`src/shared/paging_regs.vh`:
```
// Constants for the paging translation unit: entry fields, address split and cache geometry.
`ifndef PAGING_REGS_VH
`define PAGING_REGS_VH
// ----------------------------------------------------------------------
// Address split
// ----------------------------------------------------------------------
`define VA_WIDTH        32
`define PAGE_ADDR_WIDTH 20
`define OFFSET_WIDTH    12
`define DIR_IDX_HI      31
`define DIR_IDX_LO      22
`define TBL_IDX_HI      21
`define TBL_IDX_LO      12
`define IDX_WIDTH       10
// ----------------------------------------------------------------------
// Table entry fields
// ----------------------------------------------------------------------
`define ENT_PRESENT     0
`define ENT_WRITE       1
`define ENT_USER        2
`define ENT_WT          3
`define ENT_CD          4
`define ENT_ACCESSED    5
`define ENT_DIRTY       6
`define ENT_SW_LO       9
`define ENT_SW_HI       11
`define ENT_FRAME_LO    12
// ----------------------------------------------------------------------
// Translation cache geometry
// ----------------------------------------------------------------------
`define TC_WAYS         4
`define TC_SETS         16
`define TC_SET_BITS     4
`define TC_TAG_WIDTH    16
`define TC_ATTR_WIDTH   12
`endif

```
`src/tc_set_lookup.v`:
```
// One-set lookup of the translation cache: hit detection and way select.
`timescale 1ns/10ps
`default_nettype none
`include "paging_regs.vh"
module tc_set_lookup (
    input  wire [4*`TC_TAG_WIDTH-1:0]    tags_in,
    input  wire [3:0]                    valid_in,
    input  wire [`TC_TAG_WIDTH-1:0]      tag_in,
    output reg                           hit_out,
    output reg  [1:0]                    way_out
);
    integer i;
    always @* begin
        hit_out = 1'b0;
        way_out = 2'h0;
        for (i = 0; i < `TC_WAYS; i = i + 1) begin
            if (valid_in[i] && tags_in[i*`TC_TAG_WIDTH +: `TC_TAG_WIDTH] == tag_in) begin
                hit_out = 1'b1;
                way_out = i[1:0];
            end
        end
    end
endmodule
`default_nettype wire

```
`src/access_check.v`:
```
// Page-level access rights check for user and supervisor accesses.
`timescale 1ns/10ps
`default_nettype none
`include "paging_regs.vh"
module access_check (
    input  wire [`TC_ATTR_WIDTH-1:0]     dir_attr_in,
    input  wire [`TC_ATTR_WIDTH-1:0]     tbl_attr_in,
    input  wire                          user_in,
    input  wire                          write_in,
    input  wire                          wp_in,
    output wire                          ok_out
);
    // Rights are the intersection of both levels.
    wire w_ok;
    wire u_ok;
    assign u_ok   = dir_attr_in[`ENT_USER] & tbl_attr_in[`ENT_USER];
    assign w_ok   = dir_attr_in[`ENT_WRITE] & tbl_attr_in[`ENT_WRITE];
    // Supervisor writes honour read-only pages only when write protect is set.
    assign ok_out = user_in ? (u_ok & (~write_in | w_ok))
                            : (~write_in | w_ok | ~wp_in);
endmodule
`default_nettype wire

```
`src/paging_translation_unit.v`:
```
// Paging translation unit: translation cache, hardware table walk and protection.
//
// Behaviour
// - Enable clear: physical equals virtual, no translation, no rights check.
// - Reset clears the translation enable bit.
// - Page frames are 4K bytes, aligned on 4K boundaries.
// - Addresses are 32 bits: 20-bit page address, 12-bit offset passed through.
// - Two table levels, each 1024 entries of 32 bits.
// - Directory base field of 20 bits selects the one active directory.
// - Table walk runs in hardware on a cache miss.
// - Top 10 virtual bits index the directory.
// - Next 10 virtual bits index the page table.
// - Physical address is frame address joined with low 12 virtual bits.
// - A non-present directory or table entry aborts the access with a trap.
// - Entries carry write, user, cache disable, accessed, dirty, 3 software bits.
// - Protection distinguishes user and supervisor from entry rights bits.
// - Protection also uses the write protect status bit.
// - Cache returns page address with protection and replacement bits.
// - A cache lookup completes in one clock.
// - Cache is 4-way set associative with 64 entries.
// - After a miss walk, one cache entry is replaced with the new mapping.
// - Instruction invalidate bit, sampled only in ST_IDLE, clears every translation cache entry.
// - Enabled: page bit output is cache disable OR write-through, mode gated.
// - Disabled: page bit output stays deasserted.
`timescale 1ns/10ps
`default_nettype none
`include "paging_regs.vh"
module paging_translation_unit (
    input  wire                          mclk_in,
    input  wire                          sys_rst_in,
    // Configuration bits.
    input  wire                          translation_enable_bit_in,
    input  wire                          translation_enable_load_in,
    input  wire [`PAGE_ADDR_WIDTH-1:0]   dir_base_in,
    input  wire                          instr_invalidate_bit_in,
    input  wire                          write_protect_in,
    input  wire                          page_bit_output_select_in,
    // Processor request.
    input  wire                          req_valid_in,
    input  wire [`VA_WIDTH-1:0]          req_vaddr_in,
    input  wire                          req_write_in,
    input  wire                          req_user_in,
    output wire                          req_ready_out,
    output reg                           resp_valid_out,
    output reg  [`VA_WIDTH-1:0]          resp_paddr_out,
    output reg                           resp_trap_out,
    output reg                           resp_prot_fault_out,
    output reg                           page_table_bit_output_out,
    output wire                          translation_enable_out,
    // Table memory read port.
    output reg                           mem_req_out,
    output reg  [`VA_WIDTH-1:0]          mem_addr_out,
    input  wire                          mem_ack_in,
    input  wire [`VA_WIDTH-1:0]          mem_rdata_in
);
    // ------------------------------------------------------------------
    // States
    // ------------------------------------------------------------------
    localparam [3:0] ST_IDLE = 4'h1;
    localparam [3:0] ST_DIR  = 4'h2;
    localparam [3:0] ST_TBL  = 4'h4;
    localparam [3:0] ST_FILL = 4'h8;

    // ------------------------------------------------------------------
    // Storage
    // ------------------------------------------------------------------
    reg [`TC_TAG_WIDTH-1:0]    tag_mem   [0:`TC_SETS*`TC_WAYS-1];
    reg [`PAGE_ADDR_WIDTH-1:0] frame_mem [0:`TC_SETS*`TC_WAYS-1];
    reg [`TC_ATTR_WIDTH-1:0]   dattr_mem [0:`TC_SETS*`TC_WAYS-1];
    reg [`TC_ATTR_WIDTH-1:0]   tattr_mem [0:`TC_SETS*`TC_WAYS-1];
    reg [`TC_SETS*`TC_WAYS-1:0] valid_r;
    reg [2*`TC_SETS-1:0]        victim_r;
    reg                         enable_r;
    reg [3:0]                   state_r;
    reg [`VA_WIDTH-1:0]         vaddr_r;
    reg                         write_r;
    reg                         user_r;
    reg [`VA_WIDTH-1:0]         dir_ent_r;

    // ------------------------------------------------------------------
    // Functions
    // ------------------------------------------------------------------
    function [5:0] slot;
        input [`TC_SET_BITS-1:0] set;
        input [1:0]              way;
        begin
            slot = {set, way};
        end
    endfunction

    // Entry address: table base page, index scaled by four bytes.
    function [`VA_WIDTH-1:0] entry_addr;
        input [`PAGE_ADDR_WIDTH-1:0] base;
        input [`IDX_WIDTH-1:0]       idx;
        begin
            entry_addr = {base, idx, 2'h0};
        end
    endfunction

    // ------------------------------------------------------------------
    // Lookup
    // ------------------------------------------------------------------
    wire [`TC_SET_BITS-1:0]  req_set;
    wire [`TC_TAG_WIDTH-1:0] req_tag;
    wire [4*`TC_TAG_WIDTH-1:0] set_tags;
    wire [3:0]               set_valid;
    wire                     hit;
    wire [1:0]               hit_way;
    wire [5:0]               hit_slot;
    wire [`TC_ATTR_WIDTH-1:0] hit_dattr;
    wire [`TC_ATTR_WIDTH-1:0] hit_tattr;
    wire                     hit_ok;

    assign req_set  = req_vaddr_in[`TBL_IDX_LO +: `TC_SET_BITS];
    assign req_tag  = req_vaddr_in[`DIR_IDX_HI:`TBL_IDX_LO+`TC_SET_BITS];
    assign set_tags = {tag_mem[slot(req_set, 2'h3)], tag_mem[slot(req_set, 2'h2)],
                       tag_mem[slot(req_set, 2'h1)], tag_mem[slot(req_set, 2'h0)]};
    assign set_valid = valid_r[{req_set, 2'h0} +: 4];

    // Combinational lookup keeps a hit to one clock.
    tc_set_lookup u_lookup (
        .tags_in  (set_tags),
        .valid_in (set_valid),
        .tag_in   (req_tag),
        .hit_out  (hit),
        .way_out  (hit_way)
    );

    assign hit_slot  = slot(req_set, hit_way);
    assign hit_dattr = dattr_mem[hit_slot];
    assign hit_tattr = tattr_mem[hit_slot];

    access_check u_check_hit (
        .dir_attr_in (hit_dattr),
        .tbl_attr_in (hit_tattr),
        .user_in     (req_user_in),
        .write_in    (req_write_in),
        .wp_in       (write_protect_in),
        .ok_out      (hit_ok)
    );

    // Rights of a freshly walked mapping.
    wire walk_ok;
    access_check u_check_walk (
        .dir_attr_in (dir_ent_r[`TC_ATTR_WIDTH-1:0]),
        .tbl_attr_in (mem_rdata_in[`TC_ATTR_WIDTH-1:0]),
        .user_in     (user_r),
        .write_in    (write_r),
        .wp_in       (write_protect_in),
        .ok_out      (walk_ok)
    );

    assign req_ready_out          = (state_r == ST_IDLE);
    assign translation_enable_out = enable_r;

    // ------------------------------------------------------------------
    // Enable bit
    // ------------------------------------------------------------------
    always @(posedge mclk_in) begin
        if (sys_rst_in) begin
            enable_r <= 1'b0;
        end else if (translation_enable_load_in) begin
            enable_r <= translation_enable_bit_in;
        end
    end

    // ------------------------------------------------------------------
    // Control and walk
    // ------------------------------------------------------------------
    wire [`TC_SET_BITS-1:0] walk_set;
    wire [1:0]              walk_way;
    assign walk_set = vaddr_r[`TBL_IDX_LO +: `TC_SET_BITS];
    assign walk_way = victim_r[2*walk_set +: 2];

    always @(posedge mclk_in) begin
        if (sys_rst_in) begin
            state_r                   <= ST_IDLE;
            valid_r                   <= {(`TC_SETS*`TC_WAYS){1'b0}};
            victim_r                  <= {(2*`TC_SETS){1'b0}};
            vaddr_r                   <= 32'h0;
            write_r                   <= 1'b0;
            user_r                    <= 1'b0;
            dir_ent_r                 <= 32'h0;
            resp_valid_out            <= 1'b0;
            resp_paddr_out            <= 32'h0;
            resp_trap_out             <= 1'b0;
            resp_prot_fault_out       <= 1'b0;
            page_table_bit_output_out <= 1'b0;
            mem_req_out               <= 1'b0;
            mem_addr_out              <= 32'h0;
        end else begin
            resp_valid_out      <= 1'b0;
            resp_trap_out       <= 1'b0;
            resp_prot_fault_out <= 1'b0;
            case (state_r)
                ST_IDLE: begin
                    if (instr_invalidate_bit_in) begin
                        valid_r <= {(`TC_SETS*`TC_WAYS){1'b0}};
                    end else if (req_valid_in && !enable_r) begin
                        resp_valid_out            <= 1'b1;
                        resp_paddr_out            <= req_vaddr_in;
                        page_table_bit_output_out <= 1'b0;
                    end else if (req_valid_in && hit) begin
                        resp_valid_out      <= 1'b1;
                        // Frame from the cache joined with the offset.
                        resp_paddr_out      <= {frame_mem[hit_slot],
                                                req_vaddr_in[`OFFSET_WIDTH-1:0]};
                        resp_prot_fault_out <= ~hit_ok;
                        page_table_bit_output_out <= page_bit_output_select_in &
                            (hit_tattr[`ENT_CD] | hit_tattr[`ENT_WT]);
                    end else if (req_valid_in) begin
                        vaddr_r      <= req_vaddr_in;
                        write_r      <= req_write_in;
                        user_r       <= req_user_in;
                        mem_req_out  <= 1'b1;
                        mem_addr_out <= entry_addr(dir_base_in,
                            req_vaddr_in[`DIR_IDX_HI:`DIR_IDX_LO]);
                        state_r      <= ST_DIR;
                    end
                end
                ST_DIR: begin
                    if (mem_ack_in) begin
                        dir_ent_r <= mem_rdata_in;
                        if (!mem_rdata_in[`ENT_PRESENT]) begin
                            mem_req_out    <= 1'b0;
                            resp_valid_out <= 1'b1;
                            resp_trap_out  <= 1'b1;
                            state_r        <= ST_IDLE;
                        end else begin
                            mem_addr_out <= entry_addr(
                                mem_rdata_in[`VA_WIDTH-1:`ENT_FRAME_LO],
                                vaddr_r[`TBL_IDX_HI:`TBL_IDX_LO]);
                            state_r      <= ST_TBL;
                        end
                    end
                end
                ST_TBL: begin
                    if (mem_ack_in) begin
                        mem_req_out    <= 1'b0;
                        resp_valid_out <= 1'b1;
                        state_r        <= ST_FILL;
                        if (!mem_rdata_in[`ENT_PRESENT]) begin
                            resp_trap_out <= 1'b1;
                            state_r       <= ST_IDLE;
                        end else begin
                            resp_paddr_out <= {mem_rdata_in[`VA_WIDTH-1:`ENT_FRAME_LO],
                                               vaddr_r[`OFFSET_WIDTH-1:0]};
                            resp_prot_fault_out <= ~walk_ok;
                            page_table_bit_output_out <= page_bit_output_select_in &
                                (mem_rdata_in[`ENT_CD] | mem_rdata_in[`ENT_WT]);
                            valid_r[slot(walk_set, walk_way)] <= 1'b1;
                            victim_r[2*walk_set +: 2] <= walk_way + 2'h1;
                        end
                    end
                end
                ST_FILL: begin
                    // One idle cycle lets the new entry settle before the next lookup.
                    state_r <= ST_IDLE;
                end
                default: begin
                    state_r <= ST_IDLE;
                end
            endcase
        end
    end

    // Entry payload writes; the full attribute field keeps all bits.
    always @(posedge mclk_in) begin
        if (state_r == ST_TBL && mem_ack_in && mem_rdata_in[`ENT_PRESENT]) begin
            tag_mem[slot(walk_set, walk_way)]   <=
                vaddr_r[`DIR_IDX_HI:`TBL_IDX_LO+`TC_SET_BITS];
            frame_mem[slot(walk_set, walk_way)] <= mem_rdata_in[`VA_WIDTH-1:`ENT_FRAME_LO];
            dattr_mem[slot(walk_set, walk_way)] <= dir_ent_r[`TC_ATTR_WIDTH-1:0];
            tattr_mem[slot(walk_set, walk_way)] <= mem_rdata_in[`TC_ATTR_WIDTH-1:0];
        end
    end
endmodule
`default_nettype wire

```
`config.mk`:
```
export PLATFORM = sky130hd
export DESIGN_NAME = paging_translation_unit
export DESIGN_NICKNAME = d
export VERILOG_FILES = /design/src/tc_set_lookup.v /design/src/access_check.v /design/src/paging_translation_unit.v
export VERILOG_INCLUDE_DIRS = /design/src /design/src/shared
export SDC_FILE = /design/constraint.sdc
export NUM_CORES = 2
export LEC_CHECK = 0
export BUFFER_PORTS_ARGS = -buffer_cell sky130_fd_sc_hd__buf_2
export CORE_ASPECT_RATIO = 1.75
export CORE_MARGIN = 4
export CORE_UTILIZATION = 65
export CTS_CLUSTER_DIAMETER = 120
export DETAILED_ROUTE_END_ITERATION = 10
export PLACE_DENSITY_LB_ADDON = 0.3
export SLEW_MARGIN = 25
export SYNTH_ARGS = -nofsm -noshare
export SYNTH_HDL_FRONTEND = slang
export SYNTH_HIERARCHICAL = 1
export SYNTH_SLANG_ARGS = --single-unit
```
`constraint.sdc`:
```
create_clock -name mclk_in -period 13.19 [get_ports mclk_in]
set_input_delay 0.6595 -clock mclk_in [delete_from_list [all_inputs] [get_ports mclk_in]]
set_output_delay 0.6595 -clock mclk_in [all_outputs]
set_load 0.005 [all_outputs]
```
==> out/metrics.csv <==
metric;value;unit
min_period;8.82;ns
top_layer;met5;
groute.usage.overall;0.375;
finalSetupViolations;0;
whs;0.0310;ns
clock_sinks;2892;
seq_power_share;0.559;
clock_skew;0.0647;ns
utilization;0.721;
holdPathEnd;translation_enable_out$_SDFFE_PP0P_;
wl_met3;50.2;mm
drtAntennaViolNets;0;
switchingPower;3.94;mW
nNetsFinal;5507;
dp_hpwl;167;mm
met1_length;97.6;mm
internal_power;14.1;mW
cts_buffers;236;
synth_area_per_cell;21.4;um2
reg2reg_setup_slack;5.19;ns
power_frac_comb;0.049;
dr_wl_met2;161;mm
die_h;556;um
p_clk_frac;0.392;
rsz0062_at_grt;false;
grt_pass1_vias;60000;
clock.fmax;113;MHz
end_kind;flip-flop;
drt-wirelength-per-cell;43.3;um
crit_slowest_cell;a32o_4;
outcome;complete, no violations;
path_class;in -> reg;
crit_path_start_kind;input port;
grt_max_degree;144;
swShare;0.218;
syn_area;112000;um2
worstPathArrival;9.57;ns
setup_tns;0;ns
cts_buffer_depth;4;
core;171000;um2
maxSlewViolCount;0;
io_pins;166;
clk_pin_slew;0.07;ns
syn_inst;5223;
hp-start;translation_enable_bit_in;
syn_to_final_growth;10.4;%
required;13.94;ns
timing.rr.end;resp_paddr_out[20]$_SDFFE_PP0P_;
ys_warn_count;6;
powerDensity;146;nW/um2
crit_chain;buf_8, buf_16, buf_4, mux4_2, mux4_2, xnor2_1, nand4_1, nor4_1, a32o_4, buf_4, mux4_2, mux4_2, mux4_2, nand2_1, a22oi_1, o32a_1, a211oi_1;
post-cts-setup-buffer-count;0;
path_common_cell;mux4_2;
gp_congestion;0.839;
whs_path_depth;3;
p_leak;38.5;nW
die_w;321;um
tightest_slew;1.27;ns
drt_iter0_markers;11400;
first_pass_iters;6;
wl;340;mm
drc;0;
antenna_found_initial;15;
r2r_cells;14;
hold_viol;0;
crit_path_max_incr_delay;1.03;ns
start_util;0.653;
grt_pass1_wl;459;mm
grt-ovfl-total;0;
io_buffer_count;156;
htreeDepth;4;
clkLatencyLatePin;0.90;ns
rows;201;
worst-path-max-fanout;66;
cts_tree;done;
r2r-start;tag_mem[29][6]$_DFFE_PP_;
slew-limit-headroom;0.152;
cts_root_buffer;clkbuf_16;
maxCapViolCount;0;
hold_path_class;in -> reg;
fin_crit_sh;0.669;
num_vias;59900;
avgViaCountPerCell;7.63;
vdd_ir_drop_max;157;uV
die_area;179000;um2
drive_gt1_frac;0.288;
==> cell type report <==
class                   count  area [um2]
well taps                2233        2790
diodes                     10        25.0
clock inverters           149        1280
flip-flops and latches   2892       84800
multi-input cells        1940       25700
fillers                  9234       47600
clock buffers             281        6230
repair buffers            331        2480
inverters                   9        38.8
==> layout by cell type, fill, tap and decap left out, drive strengths merged, types with 20 or more instances in the layout <==
cell / count
o21ai: 103
nor3: 20
nand3: 37
xnor2: 60
mux2i: 99
a211oi: 45
dfxtp: 204
clkbuf: 282
a221oi: 20
nand2b: 20
nor2: 149
edfxtp: 2688
nand2: 260
bufinv: 20
clkinv: 106
a21oi: 79
mux4: 818
nand4: 21
buf: 328
==> sequential cells by signal, summed over array words and instances, names as in the netlist <==
register                   cells
valid_r                       64
tag_mem                     1024
mem_addr_out                  30
user_r                         1
resp_prot_fault_out            1
victim_r                      32
mem_req_out                    1
tattr_mem                    256
vaddr_r                       32
resp_valid_out                 1
dir_ent_r                      2
dattr_mem                    128
state_r                        4
resp_paddr_out                32
frame_mem                   1280
page_table_bit_output_out      1
resp_trap_out                  1
write_r                        1
translation_enable_out         1
==> through the flow <==
step / power (mW) / setup slack, ns / instances / cell area, um2
after floorplan: 10.7 / 6.86 / 5224 / 112000
after global placement: 11.1 / 3.57 / 7390 / 115000
after detailed placement: 11.1 / 3.48 / 7396 / 116000
after CTS: 17.9 / 4.37 / 7828 / 123000
after global routing: 18.5 / 4.31 / 7837 / 123000
final: 18.0 / 4.37 / 7845 / 123000
==> repair_timing <==
action | CTS | global route
endpoints found under the hold margin | 2 | 0
hold buffers | 2 | 0
gates resized for setup | 0 | 0
==> metal layers <==
metal / GRT usage / vias to the layer above
li1: - / 22000
met1: 0.460 / 30200
met2: 0.585 / 6175
met3: 0.112 / 1548
met4: 0.250 / 8
met5: 0 / -
==> worst max path at each step <==
stage                     start                              to  slack [ns]
2_1_floorplan  req_vaddr_in[12]  resp_prot_fault_out$_SDFF_PP0_        6.86
3_3_place_gp   req_vaddr_in[12]  resp_prot_fault_out$_SDFF_PP0_        3.57
3_5_place_dp   req_vaddr_in[12]  resp_prot_fault_out$_SDFF_PP0_        3.48
4_1_cts        req_vaddr_in[12]  resp_prot_fault_out$_SDFF_PP0_        4.37
5_1_grt        req_vaddr_in[12]  resp_prot_fault_out$_SDFF_PP0_        4.31
6_report       req_vaddr_in[12]  resp_prot_fault_out$_SDFF_PP0_        4.37
==> worst max-delay path, delay by kind of cell <==
| family | cells | cell delay (ns) |
|---|---|---|
| xor+xnor | 1 | 0.76 |
| mux | 5 | 2.61 |
| buf+inv | 4 | 2.19 |
| simple gates | 3 | 0.98 |
| compound gates | 4 | 2.10 |
==> power by group through the flow <==
stage / sequential (mW) / clock [mW] / combinational, mW
6_report: 10.1 / 7.06 / 0.880
3_3_place_gp: 10.3 / 0 / 0.813
5_1_grt: 10.1 / 7.46 / 0.919
4_1_cts: 10.1 / 7.01 / 0.852
2_1_floorplan: 10.3 / 0 / 0.463
3_5_place_dp: 10.3 / 0 / 0.838
Power figures use the tool's default switching activity.
